**src/common/ipx_pkg.sv**
```systemverilog
// Purpose: Shared constants and types for the interrupt priority block
// Assumes: 32-bit Avalon-MM register bus, word addressed by byte offset
// Notes:   Offsets of the summary and mask words follow the I/O map
package ipx_pkg;
    localparam int          IPX_NSRC        = 64;
    localparam int          IPX_AW          = 8;
    localparam logic [7:0]  IPX_OFF_MASK0   = 8'h00;
    localparam logic [7:0]  IPX_OFF_MASK1   = 8'h04;
    localparam logic [7:0]  IPX_OFF_SUM0    = 8'h10;
    localparam logic [7:0]  IPX_OFF_SUM1    = 8'h14;
    localparam logic [7:0]  IPX_OFF_CTRL    = 8'h40;
    localparam logic [7:0]  IPX_OFF_STAT    = 8'h44;
    localparam logic [7:0]  IPX_OFF_CAUSE   = 8'h48;
    localparam int          IPX_CTL_XEN     = 0;
    localparam int          IPX_CTL_MCG     = 1;
    localparam int          IPX_DSC_TBIT    = 14;
    localparam logic [31:0] IPX_CTRL_RST    = 32'h0000_0002;
    localparam logic [31:0] IPX_UNMAP_DATA  = 32'h0000_0000;

    // Instruction classes seen at a boundary
    typedef enum logic [3:0] {
        IPX_CL_NONE, IPX_CL_FIX_LS, IPX_CL_FP_LS, IPX_CL_FP_ARITH,
        IPX_CL_FP_OTHER, IPX_CL_RFI_MTMSR, IPX_CL_TRAP, IPX_CL_PRIV,
        IPX_CL_UNDEF, IPX_CL_SVC
    } ipx_class_t;

    // Winning interrupt codes
    typedef enum logic [3:0] {
        IPX_V_NONE, IPX_V_RESET, IPX_V_MCHECK, IPX_V_ALIGN, IPX_V_DSTOR,
        IPX_V_TRACE, IPX_V_FPUNAV, IPX_V_PROG_FP, IPX_V_PROG_PRIV,
        IPX_V_PROG_TRAP, IPX_V_PROG_INV, IPX_V_SVC, IPX_V_ISTOR, IPX_V_EXT
    } ipx_vec_t;

    // Conditions raised by the instruction at the boundary
    typedef struct packed {
        ipx_class_t cls;
        logic       io_seg;
        logic       align;
        logic       dstor;
        logic       trace;
        logic       fp_unavail;
        logic       fp_enabled;
        logic       priv;
    } ipx_cond_t;
endpackage : ipx_pkg

```
**src/verilog/ipx_core.sv**
```systemverilog
// Purpose: Interrupt priority selection and external request collection
// Assumes: Inputs synchronous to i_clock; one boundary pulse per instruction
// Notes:   Registers on Avalon-MM; reads complete with one wait state
//
// Added by the designer: the register offsets and the Avalon-MM interface to the registers.
`timescale 1ns/1ps
`default_nettype none

// How it works
// (RULE1) Reset and machine check preempt everything
// (RULE2) Reset taken only on fresh trigger edge
// (RULE3) Machine check gated by guard bit
// (RULE4) Only one ordered interrupt per boundary
// (RULE5) First found condition wins, others dropped
// (RULE6) Handler saves state without faulting
// (RULE7) External lowest, only when enabled, alone
// (RULE8) Any taken interrupt clears external enable
// (RULE9) Software keeps enable off until saved
// (RULE10) Fetch failure ranks just above external
// (RULE11) Instruction interrupts rank above fetch failure
// (RULE12) Fixed non-I/O: alignment, storage, trace
// (RULE13) Fixed I/O: only I/O storage interrupt; code still takes trace when it is the only condition
// (RULE14) Float load/store: unavailable, alignment, storage, trace
// (RULE15) Alignment for I/O float copies segment flag
// (RULE16) Float arithmetic: unavailable, program, trace
// (RULE17) Other float: unavailable then trace
// (RULE18) Return and state write: privileged, then float
// (RULE19) Sixty-four sources form one combined signal
// (RULE20) Request only when combined and enable set
// (RULE21) Mask gates latched summary bits
// (RULE22) No hardware priority among summary bits
// (RULE23) Summary latches source regardless of mask
// (RULE24) Summary read clears; mask read keeps
// (RULE25) Summary write ORs; mask write replaces
// (RULE26) Source during access never lost nor doubled
// (RULE27) One winner encoded per boundary
module ipx_core
    import ipx_pkg::*;
#(
    parameter int NSRC = IPX_NSRC
) (
    input  wire logic              i_clock,
    input  wire logic              i_srst,
    input  wire logic [IPX_AW-1:0] i_avs_address,
    input  wire logic              i_avs_read,
    input  wire logic              i_avs_write,
    input  wire logic [31:0]       i_avs_writedata,
    output logic      [31:0]       o_avs_readdata,
    output logic                   o_avs_waitrequest,
    input  wire logic [NSRC-1:0]   i_src_req,
    input  wire logic              i_sys_reset_trig,
    input  wire logic              i_mcheck,
    input  wire logic              i_boundary,
    input  wire ipx_cond_t         i_cond,
    input  wire logic              i_fetch_fail,
    input  wire logic              i_rfi,
    output ipx_vec_t               o_vector,
    output logic                   o_vector_valid,
    output logic                   o_cause_io,
    output logic                   o_ext_request,
    output logic                   o_combined
);
    logic [NSRC-1:0] sum_q;
    logic [NSRC-1:0] sum_d;
    logic [NSRC-1:0] mask_q;
    logic [NSRC-1:0] mask_d;
    logic [31:0]     ctrl_q;
    logic [31:0]     ctrl_d;
    logic [31:0]     cause_q;
    logic [31:0]     cause_d;
    logic            rst_trig_q;
    logic            rd_pend_q;
    logic [31:0]     rdata_q;
    ipx_vec_t        vec_q;
    logic            vvalid_q;
    logic            cio_q;

    wire logic ext_en = ctrl_q[IPX_CTL_XEN];
    wire logic mcg    = ctrl_q[IPX_CTL_MCG];

    // Bus decode; reads take one wait state so clear-on-read is atomic
    wire logic wr_m0 = i_avs_write && (i_avs_address == IPX_OFF_MASK0);
    wire logic wr_m1 = i_avs_write && (i_avs_address == IPX_OFF_MASK1);
    wire logic wr_s0 = i_avs_write && (i_avs_address == IPX_OFF_SUM0);
    wire logic wr_s1 = i_avs_write && (i_avs_address == IPX_OFF_SUM1);
    wire logic wr_ct = i_avs_write && (i_avs_address == IPX_OFF_CTRL);
    wire logic rd_go = i_avs_read && !rd_pend_q;
    wire logic rd_s0 = rd_go && (i_avs_address == IPX_OFF_SUM0);
    wire logic rd_s1 = rd_go && (i_avs_address == IPX_OFF_SUM1);

    // Combined request and processor request
    wire logic combined = |(sum_q & mask_q);   // [RULE19] [RULE21] [RULE22]
    wire logic ext_req  = combined && ext_en;  // [RULE20]

    // Unaligned I/O float access raises alignment, storage otherwise
    function automatic ipx_vec_t ipx_align_or_dstor(input ipx_cond_t c);
        ipx_vec_t v;
        if (c.align) begin
            v = IPX_V_ALIGN;                           // [RULE15]
        end else begin
            v = IPX_V_DSTOR;
        end
        return v;
    endfunction

    // Fixed load/store; an I/O segment folds alignment, storage and privilege into storage, trace stays trace
    function automatic ipx_vec_t ipx_pick_fix(input ipx_cond_t c);
        ipx_vec_t v;
        v = IPX_V_NONE;
        if (c.io_seg) begin
            if (c.align || c.dstor || c.priv) begin
                v = IPX_V_DSTOR;                       // [RULE13]
            end else if (c.trace) begin
                v = IPX_V_TRACE;                       // [RULE13]
            end
        end else if (c.align) begin
            v = IPX_V_ALIGN;                           // [RULE12]
        end else if (c.dstor) begin
            v = IPX_V_DSTOR;                           // [RULE12]
        end else if (c.trace) begin
            v = IPX_V_TRACE;                           // [RULE12]
        end
        return v;
    endfunction

    // Float load/store; an I/O segment skips the plain alignment step
    function automatic ipx_vec_t ipx_pick_fls(input ipx_cond_t c);
        ipx_vec_t v;
        v = IPX_V_NONE;
        if (c.fp_unavail) begin
            v = IPX_V_FPUNAV;                          // [RULE14]
        end else if (c.align && !c.io_seg) begin
            v = IPX_V_ALIGN;                           // [RULE14]
        end else if (c.align || c.dstor) begin
            v = ipx_align_or_dstor(c);                 // [RULE15]
        end else if (c.trace) begin
            v = IPX_V_TRACE;                           // [RULE14]
        end
        return v;
    endfunction

    // Per-class ordered selection, first condition found wins
    function automatic ipx_vec_t ipx_pick(input ipx_cond_t c);
        ipx_vec_t v;
        v = IPX_V_NONE;
        case (c.cls)
            IPX_CL_FIX_LS: begin
                v = ipx_pick_fix(c);
            end
            IPX_CL_FP_LS: begin
                v = ipx_pick_fls(c);
            end
            IPX_CL_FP_ARITH: begin
                if (c.fp_unavail) begin
                    v = IPX_V_FPUNAV;                  // [RULE16]
                end else if (c.fp_enabled) begin
                    v = IPX_V_PROG_FP;                 // [RULE16]
                end else if (c.trace) begin
                    v = IPX_V_TRACE;                   // [RULE16]
                end
            end
            IPX_CL_FP_OTHER: begin
                if (c.fp_unavail) begin
                    v = IPX_V_FPUNAV;                  // [RULE17]
                end else if (c.trace) begin
                    v = IPX_V_TRACE;                   // [RULE17]
                end
            end
            IPX_CL_RFI_MTMSR: begin
                if (c.priv) begin
                    v = IPX_V_PROG_PRIV;               // [RULE18]
                end else if (c.fp_enabled) begin
                    v = IPX_V_PROG_FP;                 // [RULE18]
                end
            end
            IPX_CL_TRAP: begin
                v = IPX_V_PROG_TRAP;                   // [RULE11]
            end
            IPX_CL_PRIV: begin
                if (c.priv) begin
                    v = IPX_V_PROG_PRIV;               // [RULE11]
                end else if (c.trace) begin
                    v = IPX_V_TRACE;
                end
            end
            IPX_CL_UNDEF: begin
                v = IPX_V_PROG_INV;                    // [RULE11]
            end
            IPX_CL_SVC: begin
                v = IPX_V_SVC;                         // [RULE11]
            end
            default: begin
                v = IPX_V_NONE;
            end
        endcase
        return v;
    endfunction

    wire ipx_vec_t instr_vec = ipx_pick(i_cond);
    wire logic     rst_take  = i_sys_reset_trig && !rst_trig_q; // [RULE2]
    wire logic     mc_take   = i_mcheck && mcg;                 // [RULE3]

    // Fixed order, first hit wins, lower ones never recorded
    ipx_vec_t win;
    always_comb begin
        if (rst_take) begin
            win = IPX_V_RESET;                        // [RULE1]
        end else if (mc_take) begin
            win = IPX_V_MCHECK;                       // [RULE1]
        end else if (!i_boundary) begin
            win = IPX_V_NONE;                         // [RULE27]
        end else if (instr_vec != IPX_V_NONE) begin
            win = instr_vec;                          // [RULE11]
        end else if (i_fetch_fail) begin
            win = IPX_V_ISTOR;                        // [RULE10]
        end else if (ext_req) begin
            win = IPX_V_EXT;                          // [RULE7]
        end else begin
            win = IPX_V_NONE;                         // [RULE5]
        end
    end

    wire logic taken  = (win != IPX_V_NONE);                  // [RULE4]
    wire logic fp_io_align = (i_cond.cls == IPX_CL_FP_LS) && i_cond.io_seg
                             && (win == IPX_V_ALIGN);

    // Summary: hardware set wins over read clear, write ORs
    always_comb begin
        sum_d = sum_q;
        if (rd_s0) begin
            sum_d[31:0] = 32'h0000_0000;                  // [RULE24]
        end
        if (rd_s1) begin
            sum_d[NSRC-1:32] = '0;                        // [RULE24]
        end
        if (wr_s0) begin
            sum_d[31:0] = sum_q[31:0] | i_avs_writedata;  // [RULE25]
        end
        if (wr_s1) begin
            sum_d[NSRC-1:32] = sum_q[NSRC-1:32] | i_avs_writedata;
        end
        sum_d = sum_d | i_src_req;                        // [RULE23] [RULE26]
    end

    always_comb begin
        mask_d = mask_q;
        if (wr_m0) begin
            mask_d[31:0] = i_avs_writedata;               // [RULE25]
        end
        if (wr_m1) begin
            mask_d[NSRC-1:32] = i_avs_writedata;          // [RULE25]
        end
    end

    // Control: software write, then return sets enable; a taken
    // interrupt comes last so its clear always wins the same cycle
    always_comb begin
        ctrl_d = ctrl_q;
        if (wr_ct) begin
            ctrl_d = i_avs_writedata & 32'h0000_0003;
        end
        if (i_rfi) begin
            ctrl_d[IPX_CTL_XEN] = 1'b1;
        end
        if (taken) begin
            ctrl_d[IPX_CTL_XEN] = 1'b0;                   // [RULE8]
        end
        if (win == IPX_V_MCHECK) begin
            ctrl_d[IPX_CTL_MCG] = 1'b0;                   // [RULE3]
        end
    end

    always_comb begin
        cause_d = cause_q;
        if (fp_io_align) begin
            cause_d = 32'h0000_0000;
            cause_d[IPX_DSC_TBIT] = i_cond.io_seg;            // [RULE15]
        end
    end

    // Read mux; mask read leaves the mask alone
    logic [31:0] rmux;
    always_comb begin
        case (i_avs_address)
            IPX_OFF_MASK0: rmux = mask_q[31:0];
            IPX_OFF_MASK1: rmux = mask_q[NSRC-1:32];
            IPX_OFF_SUM0:  rmux = sum_q[31:0];
            IPX_OFF_SUM1:  rmux = sum_q[NSRC-1:32];
            IPX_OFF_CTRL:  rmux = ctrl_q;
            IPX_OFF_STAT:  rmux = {29'h0, rst_trig_q, combined, ext_req};
            IPX_OFF_CAUSE: rmux = cause_q;
            default:       rmux = IPX_UNMAP_DATA;
        endcase
    end

    // Summary and mask words
    always_ff @(posedge i_clock) begin
        if (i_srst) begin
            sum_q  <= '0;
            mask_q <= '0;
        end else begin
            sum_q  <= sum_d;
            mask_q <= mask_d;
        end
    end

    // Control and cause words; reset leaves guard set, enable clear
    always_ff @(posedge i_clock) begin
        if (i_srst) begin
            ctrl_q  <= IPX_CTRL_RST;
            cause_q <= 32'h0000_0000;
        end else begin
            ctrl_q  <= ctrl_d;
            cause_q <= cause_d;
        end
    end

    // Trigger history for the one-shot edge test
    always_ff @(posedge i_clock) begin
        if (i_srst) begin
            rst_trig_q <= 1'b0;
        end else begin
            rst_trig_q <= i_sys_reset_trig;               // [RULE2]
        end
    end

    // Read path: one wait state keeps the clear-on-read atomic
    always_ff @(posedge i_clock) begin
        if (i_srst) begin
            rd_pend_q <= 1'b0;
            rdata_q   <= 32'h0000_0000;
        end else begin
            rd_pend_q <= rd_go;
            rdata_q   <= rd_go ? rmux : rdata_q;
        end
    end

    // Winner handed to vector generation, registered on the same edge as the cause
    always_ff @(posedge i_clock) begin
        if (i_srst) begin
            vec_q    <= IPX_V_NONE;
            vvalid_q <= 1'b0;
            cio_q    <= 1'b0;
        end else begin
            vec_q    <= win;                              // [RULE27]
            vvalid_q <= taken;
            cio_q    <= fp_io_align;
        end
    end

    assign o_avs_readdata    = rdata_q;
    assign o_avs_waitrequest = i_avs_read && !rd_pend_q;
    assign o_vector          = vec_q;
    assign o_vector_valid    = vvalid_q;
    assign o_cause_io        = cio_q;
    assign o_ext_request     = ext_req;
    assign o_combined        = combined;
endmodule : ipx_core
`default_nettype wire

```
**config.mk**
```make
export PLATFORM = sky130hd
export DESIGN_NAME = ipx_core
export DESIGN_NICKNAME = d
export VERILOG_FILES = /design/src/common/ipx_pkg.sv /design/src/verilog/ipx_core.sv
export SDC_FILE = /design/constraint.sdc
export NUM_CORES = 1
export LEC_CHECK = 0
export BUFFER_PORTS_ARGS = -buffer_cell sky130_fd_sc_hd__buf_2
export CAP_MARGIN = 40
export CORE_MARGIN = 3
export CORE_UTILIZATION = 60
export CTS_BUF_LIST = sky130_fd_sc_hd__clkbuf_8
export DETAILED_ROUTE_END_ITERATION = 10
export PLACE_DENSITY = 0.88
export RECOVER_POWER = 25
export SLEW_MARGIN = 25
export SYNTH_ARGS = -nofsm -noshare
export SYNTH_HDL_FRONTEND = slang
export SYNTH_SLANG_ARGS = --single-unit
```
**constraint.sdc**
```tcl
create_clock -name i_clock -period 6.1 [get_ports i_clock]
set_input_delay 1.22 -clock i_clock [delete_from_list [all_inputs] [get_ports i_clock]]
set_output_delay 1.22 -clock i_clock [all_outputs]
set_load 0.05 [all_outputs]
```
---- After elaboration in Yosys (flattened, before gate mapping) ----
Index checks and enable logic that the tools add are counted.
word-level totals
  logic and storage cells ................. 89
  input port bits ......................... 124
  output and inout bits ................... 41
  flip-flop bits (word level) ............. 171
cells by class
  muxes and demuxes ....................... 30
  eq/ne operators ......................... 17
  reductions and logical operators ........ 26
  bitwise logic cells ..................... 4
operators with widths
  kind                  number
  $pmux W32 S7          1
  $mux W32              4
  $and A64 B64 Y64      1
  $or A32 B32 Y32       2
  $or A64 B64 Y64       1
  $reduce_or A64 Y1     1
  $mux W4               12
  $pmux W4 S9           1
  $mux W3               9
  $eq A8 B7 Y1 const B  3
  $eq A4 B2 Y1 const B  4
  $eq A4 B3 Y1 const B  4
  $eq A8 B5 Y1 const B  2
  $logic_and A1 B1 Y1   14
  $eq A4 B4 Y1 const B  2
  $eq A8 B3 Y1 const B  1
  $logic_not A8 Y1      1
  $reduce_bool A4 Y1    2
  $eq A4 B1 Y1 const B  1
  $reduce_bool A2 Y1    2
  $logic_not A1 Y1      3
  $logic_or A1 B1 Y1    2
  $mux W1               2
  $mux W2               1
  $reduce_or A2 Y1      1

---- Depth between registers and ports, before layout ----
  depth after elaboration ................. 12
  depth in mapped cells ................... 7
  mapped depth without buffers ............ 6

---- Least setup slack after synthesis ----
No wires, ideal clock.
  path type ............................... input-to-output
  start ................................... input i_avs_read
  end ..................................... output o_avs_waitrequest
  arrival time ............................ 2.085 ns
  stages on the path ...................... 3
  buffers on the path ..................... 1
  setup slack ............................. 2.795 ns
  data required time ...................... 4.880 ns
  cell sequence ........................... nand2b_1 -> clkinv_1 -> clkbuf_1
between the ends
  cells in the longest elaborated chain, start to end .. 1
RTL lines
  element              RTL line         text
  from (decl)          ipx_core.sv:45   input wire logic i_avs_read,
  $logic_and A1 B1 Y1  ipx_core.sv:352  assign o_avs_waitrequest = i_avs_read && !rd_pend_q;
  to (decl)            ipx_core.sv:49   output logic o_avs_waitrequest,
Every way passes these cells.

---- Worst setup path after layout ----
  start ................................... register mask_q[1]
  end ..................................... output o_ext_request
between the ends
  cells in the longest elaborated chain, start to end .. 3
RTL lines
  element                 RTL line         text
  from (decl)             ipx_core.sv:65   logic [NSRC-1:0] mask_q;
  from (signal assigned)  ipx_core.sv:303  mask_q <= mask_d;
  $and A64 B64 Y64        ipx_core.sv:92   wire logic combined = |(sum_q & mask_q);
  $reduce_or A64 Y1       ipx_core.sv:92
  $logic_and A1 B1 Y1     ipx_core.sv:93   wire logic ext_req = combined && ext_en;
  to (decl)               ipx_core.sv:60   output logic o_ext_request,
Every way passes these cells.

==> results_dict.tcl <==
set metrics [dict create \
    run_status "complete, but fails checks" \
    violations "capacitance limit, slew limit" \
    cts-buffers-inserted 17 \
    worstPathMaxFanout 7 \
    maxSlewHeadroom -0.2190 \
    postSynth.topFlopCell "sky130_fd_sc_hd__dfxtp_1" \
    maxCapViolations 1 \
    grt_first_pass_wirelength_um 36050 \
    worst_setup_path_end_kind "output pin" \
    die-area_um2 13400 \
    global_route.usage.total 0.3431 \
    postSynthCellCount 845 \
    cts_tree "done" \
    detail_route.first_pass.iterations 6 \
    filler_cell_count 933 \
    cts.sinks 171 \
    power.static_leakage_uw 0.003053 \
    cts_repair_resize_count 0 \
    worst_setup_path_startpoint "mask_q[1]" \
    placementRows 39 \
    cts.root.buffer_cell "sky130_fd_sc_hd__clkbuf_8" \
    critPathTopFamily "simple AND/OR/NAND/NOR gates" \
    finClkSkew_ns 0.01143 \
    fin_tns_setup_ns 0 \
    dr.first_iter.drc_count 994 \
    cts.path.max_buffers 2 \
    timing.fmax_ghz 0.2470 \
    floorplan.io_pins 165 \
    utilization 0.7228 \
    worst-endpoint-required_ns 4.88 \
    clock_latency_ns 0.46 \
    grt_max_degree 69 \
    vias_per_cell 6.727 \
    worst_min_delay_path_startpoint "mask_q[12]" \
    path_cells "a22o_1 > a221oi_1 > nand4_1 > or4_1 > and2_2 > buf_2" \
    worst_ir_drop_vdd_v 0.0001696 \
    cp_data_arrival_time_ns 2.83 \
    multi_input_area_um2 3526 \
    grt_pass1_vias 7001 \
    place_inst 1099 \
    syn-num-nets 969 \
    dpl.hpwl_um 15480 \
    postCtsSetupRepairBufs 0 \
    die_height_um 115.8 \
    finalNetCount 1099 \
    synth_async_sr_flop_share 0 \
    layoutNonFillerInstCount 1131 \
    worstHoldPathType "reg -> reg" \
    floorplan.core_area_um2 11610 \
    sequential_cell_area_um2 3423 \
    critical-path-max-stage-delay_ns 0.72 \
    seq_area_frac_synth 0.4737 \
    report.final.slew_viol_count 38 \
    ys_seq_elements 171 \
    fin_hold_ws_ns 0.4731 \
    min_period_over_period 0.6636 \
    worstPathBufferInverterCount 1 \
    number_of_flops_mapped_to_enable_cells_by_yosys 0 \
    worst-slew-pin-transition_ns 1.829 \
    clk_pin_slew_worst_paths_ns 0.08 \
    report.final.hold_viol_count 0 \
    globalplace.congestion 0.9072 \
    route.vias.total 7608 \
    routed_wl_um 23140 \
    power.density_cell_area_nw_per_um2 257.7 \
    layout-drive-gt1-share 0.1862 \
    setup-violations-final 0 \
    number_of_h_tree_levels 4 \
    die_w_um 115.8 \
    rsz0062_at_grt "false" \
    inserted_diodes 0 \
    grt_antenna_before_repair 0 \
    post_drt_wl_per_cell_um 20.46 \
    initial_core_util 0.6223 \
    sort_of_element_at_the_start_of_the_critical_path "register" \
    synthesis.area_um2 7227 \
    worst_path_max_delay_cell "sky130_fd_sc_hd__or4_1" \
    holdBufCountCts 0 \
    syn_avg_cell_area_um2 8.553 \
    crit_path_class "reg -> out" \
    yosys_warnings 0 \
    post_synth_num_cell_types 55 \
    post-route-drc-count 0 \
    final_period_minus_worst_setup_slack_ns 4.048 \
    r2r-start "mask_q[1]" \
    globalRouteOverflowTotal 0 \
    flow.area_growth_from_synthesis_pct 16.15 \
    drt.antenna.violating_nets 0 \
    placement.io_buffers 164 \
]
## power by group
| group | total, uW | internal [uW] | switching (uW) | leakage [uW] |
|---|---|---|---|---|
| Combinational | 250 | 85.7 | 164 | 0.00145 |
| Sequential | 1210 | 1160 | 42.9 | 0.00141 |
| Clock | 707 | 315 | 392 | 0.000194 |
| Total | 2160 | 1560 | 599 | 0.00305 |
## worst reg2reg max path, cell delays in order (launching register included)
cell and delay [ns]:
sky130_fd_sc_hd__dfxtp_1 0.36, sky130_fd_sc_hd__a22o_1 0.23, sky130_fd_sc_hd__a221oi_1 0.43, sky130_fd_sc_hd__nand4_1 0.15, sky130_fd_sc_hd__or4_1 0.72, sky130_fd_sc_hd__a31o_1 0.30, sky130_fd_sc_hd__o21a_1 0.19
## registers in the layout, indices dropped and copies added (netlist names)
signal          flops
rst_trig_q          1
ctrl_q              2
cause_q             1
o_avs_readdata     32
mask_q             64
o_vector            4
o_cause_io          1
o_vector_valid      1
rd_pend_q           1
sum_q              64
## metrics by stage
step                      setup WS, ns  area [um^2]  power, uW
after global routing             2.006         8394       2228
after CTS                        2.078         8453       2159
after floorplan                  2.795         7227       1371
after global placement           2.106         8065       1474
final                            2.052         8394       2164
after detailed placement         2.447         8110       1480
## worst paths after layout
path         depth (start not counted)  slack, ns        endpoint
max                                  6       2.05   o_ext_request
min                                  2       0.47      mask_q[12]
max reg2reg                          6       3.61  o_vector_valid
min reg2reg                          2       0.47      mask_q[12]
## kinds of logic (layout without fill, tap and decap cells)
group,count (synthesis),after routing,share of synthesized area
and+or+nand+nor,282,282,0.1735
buffers and inverters,72,215,0.04017
DFF,171,171,0.4737
AOI/OAI and AO/OA,316,316,0.3068
muxes,4,4,0.005886
## cells in the final DEF, fill, tap and decap left out, drive strengths merged, types with 5 or more instances in the layout
master  netlist  layout
nand3         5       5
nor2         83      83
nand2       140     140
a22oi        65      65
a31oi        33      33
dfxtp       171     171
clkinv        1       8
inv           2       5
and2          8       8
nand4        10      10
nor2b         8       8
a22o         12      12
a221oi       76      76
clkbuf       53      62
a21oi        73      73
buf          16     139
o21ai        32      32
## Yosys cell counts (3+ instances only)
master / number / share of area
sky130_fd_sc_hd__a22o_1: 12 / 0.015
sky130_fd_sc_hd__nand2b_1: 4 / 0.0035
sky130_fd_sc_hd__nor2b_1: 8 / 0.0069
sky130_fd_sc_hd__o21a_1: 3 / 0.0031
sky130_fd_sc_hd__clkbuf_1: 53 / 0.028
sky130_fd_sc_hd__o21ai_0: 32 / 0.022
sky130_fd_sc_hd__nor4b_1: 3 / 0.0036
sky130_fd_sc_hd__nor3b_1: 3 / 0.0031
sky130_fd_sc_hd__a31oi_1: 33 / 0.029
sky130_fd_sc_hd__a21oi_1: 73 / 0.051
sky130_fd_sc_hd__nand3_1: 5 / 0.0035
sky130_fd_sc_hd__a222oi_1: 3 / 0.0042
sky130_fd_sc_hd__dfxtp_1: 171 / 0.47
sky130_fd_sc_hd__or4_1: 4 / 0.0042
sky130_fd_sc_hd__and2_0: 3 / 0.0026
sky130_fd_sc_hd__and2_1: 3 / 0.0026
sky130_fd_sc_hd__a221oi_1: 76 / 0.092
sky130_fd_sc_hd__nand4_1: 9 / 0.0078
sky130_fd_sc_hd__nand2_1: 140 / 0.073
sky130_fd_sc_hd__nor2_1: 83 / 0.043
sky130_fd_sc_hd__buf_2: 16 / 0.011
sky130_fd_sc_hd__a22oi_1: 63 / 0.065
## layer usage
| metal | wire length [um] | track usage | part of all wire | up-vias |
|---|---|---|---|---|
| li1 | - | - | - | 3444 |
| met1 | 9002 | 0.4596 | 0.39 | 3509 |
| met2 | 10460 | 0.5390 | 0.45 | 572 |
| met3 | 2846 | 0.07624 | 0.12 | 83 |
| met4 | 833 | 0.1454 | 0.036 | 0 |
| met5 | 0 | 0 | 0 | - |
## final cells by class
class                           instances  share of cell area
Clock buffer                           21             0.03443
Multi-Input combinational cell        602              0.4200
Sequential cell                       171              0.4078
Timing Repair Buffer                  180              0.1087
Clock inverter                         11            0.006409
Tap cell                              143             0.02131
Inverter                                3            0.001341
Power figures use the tool's default switching activity.
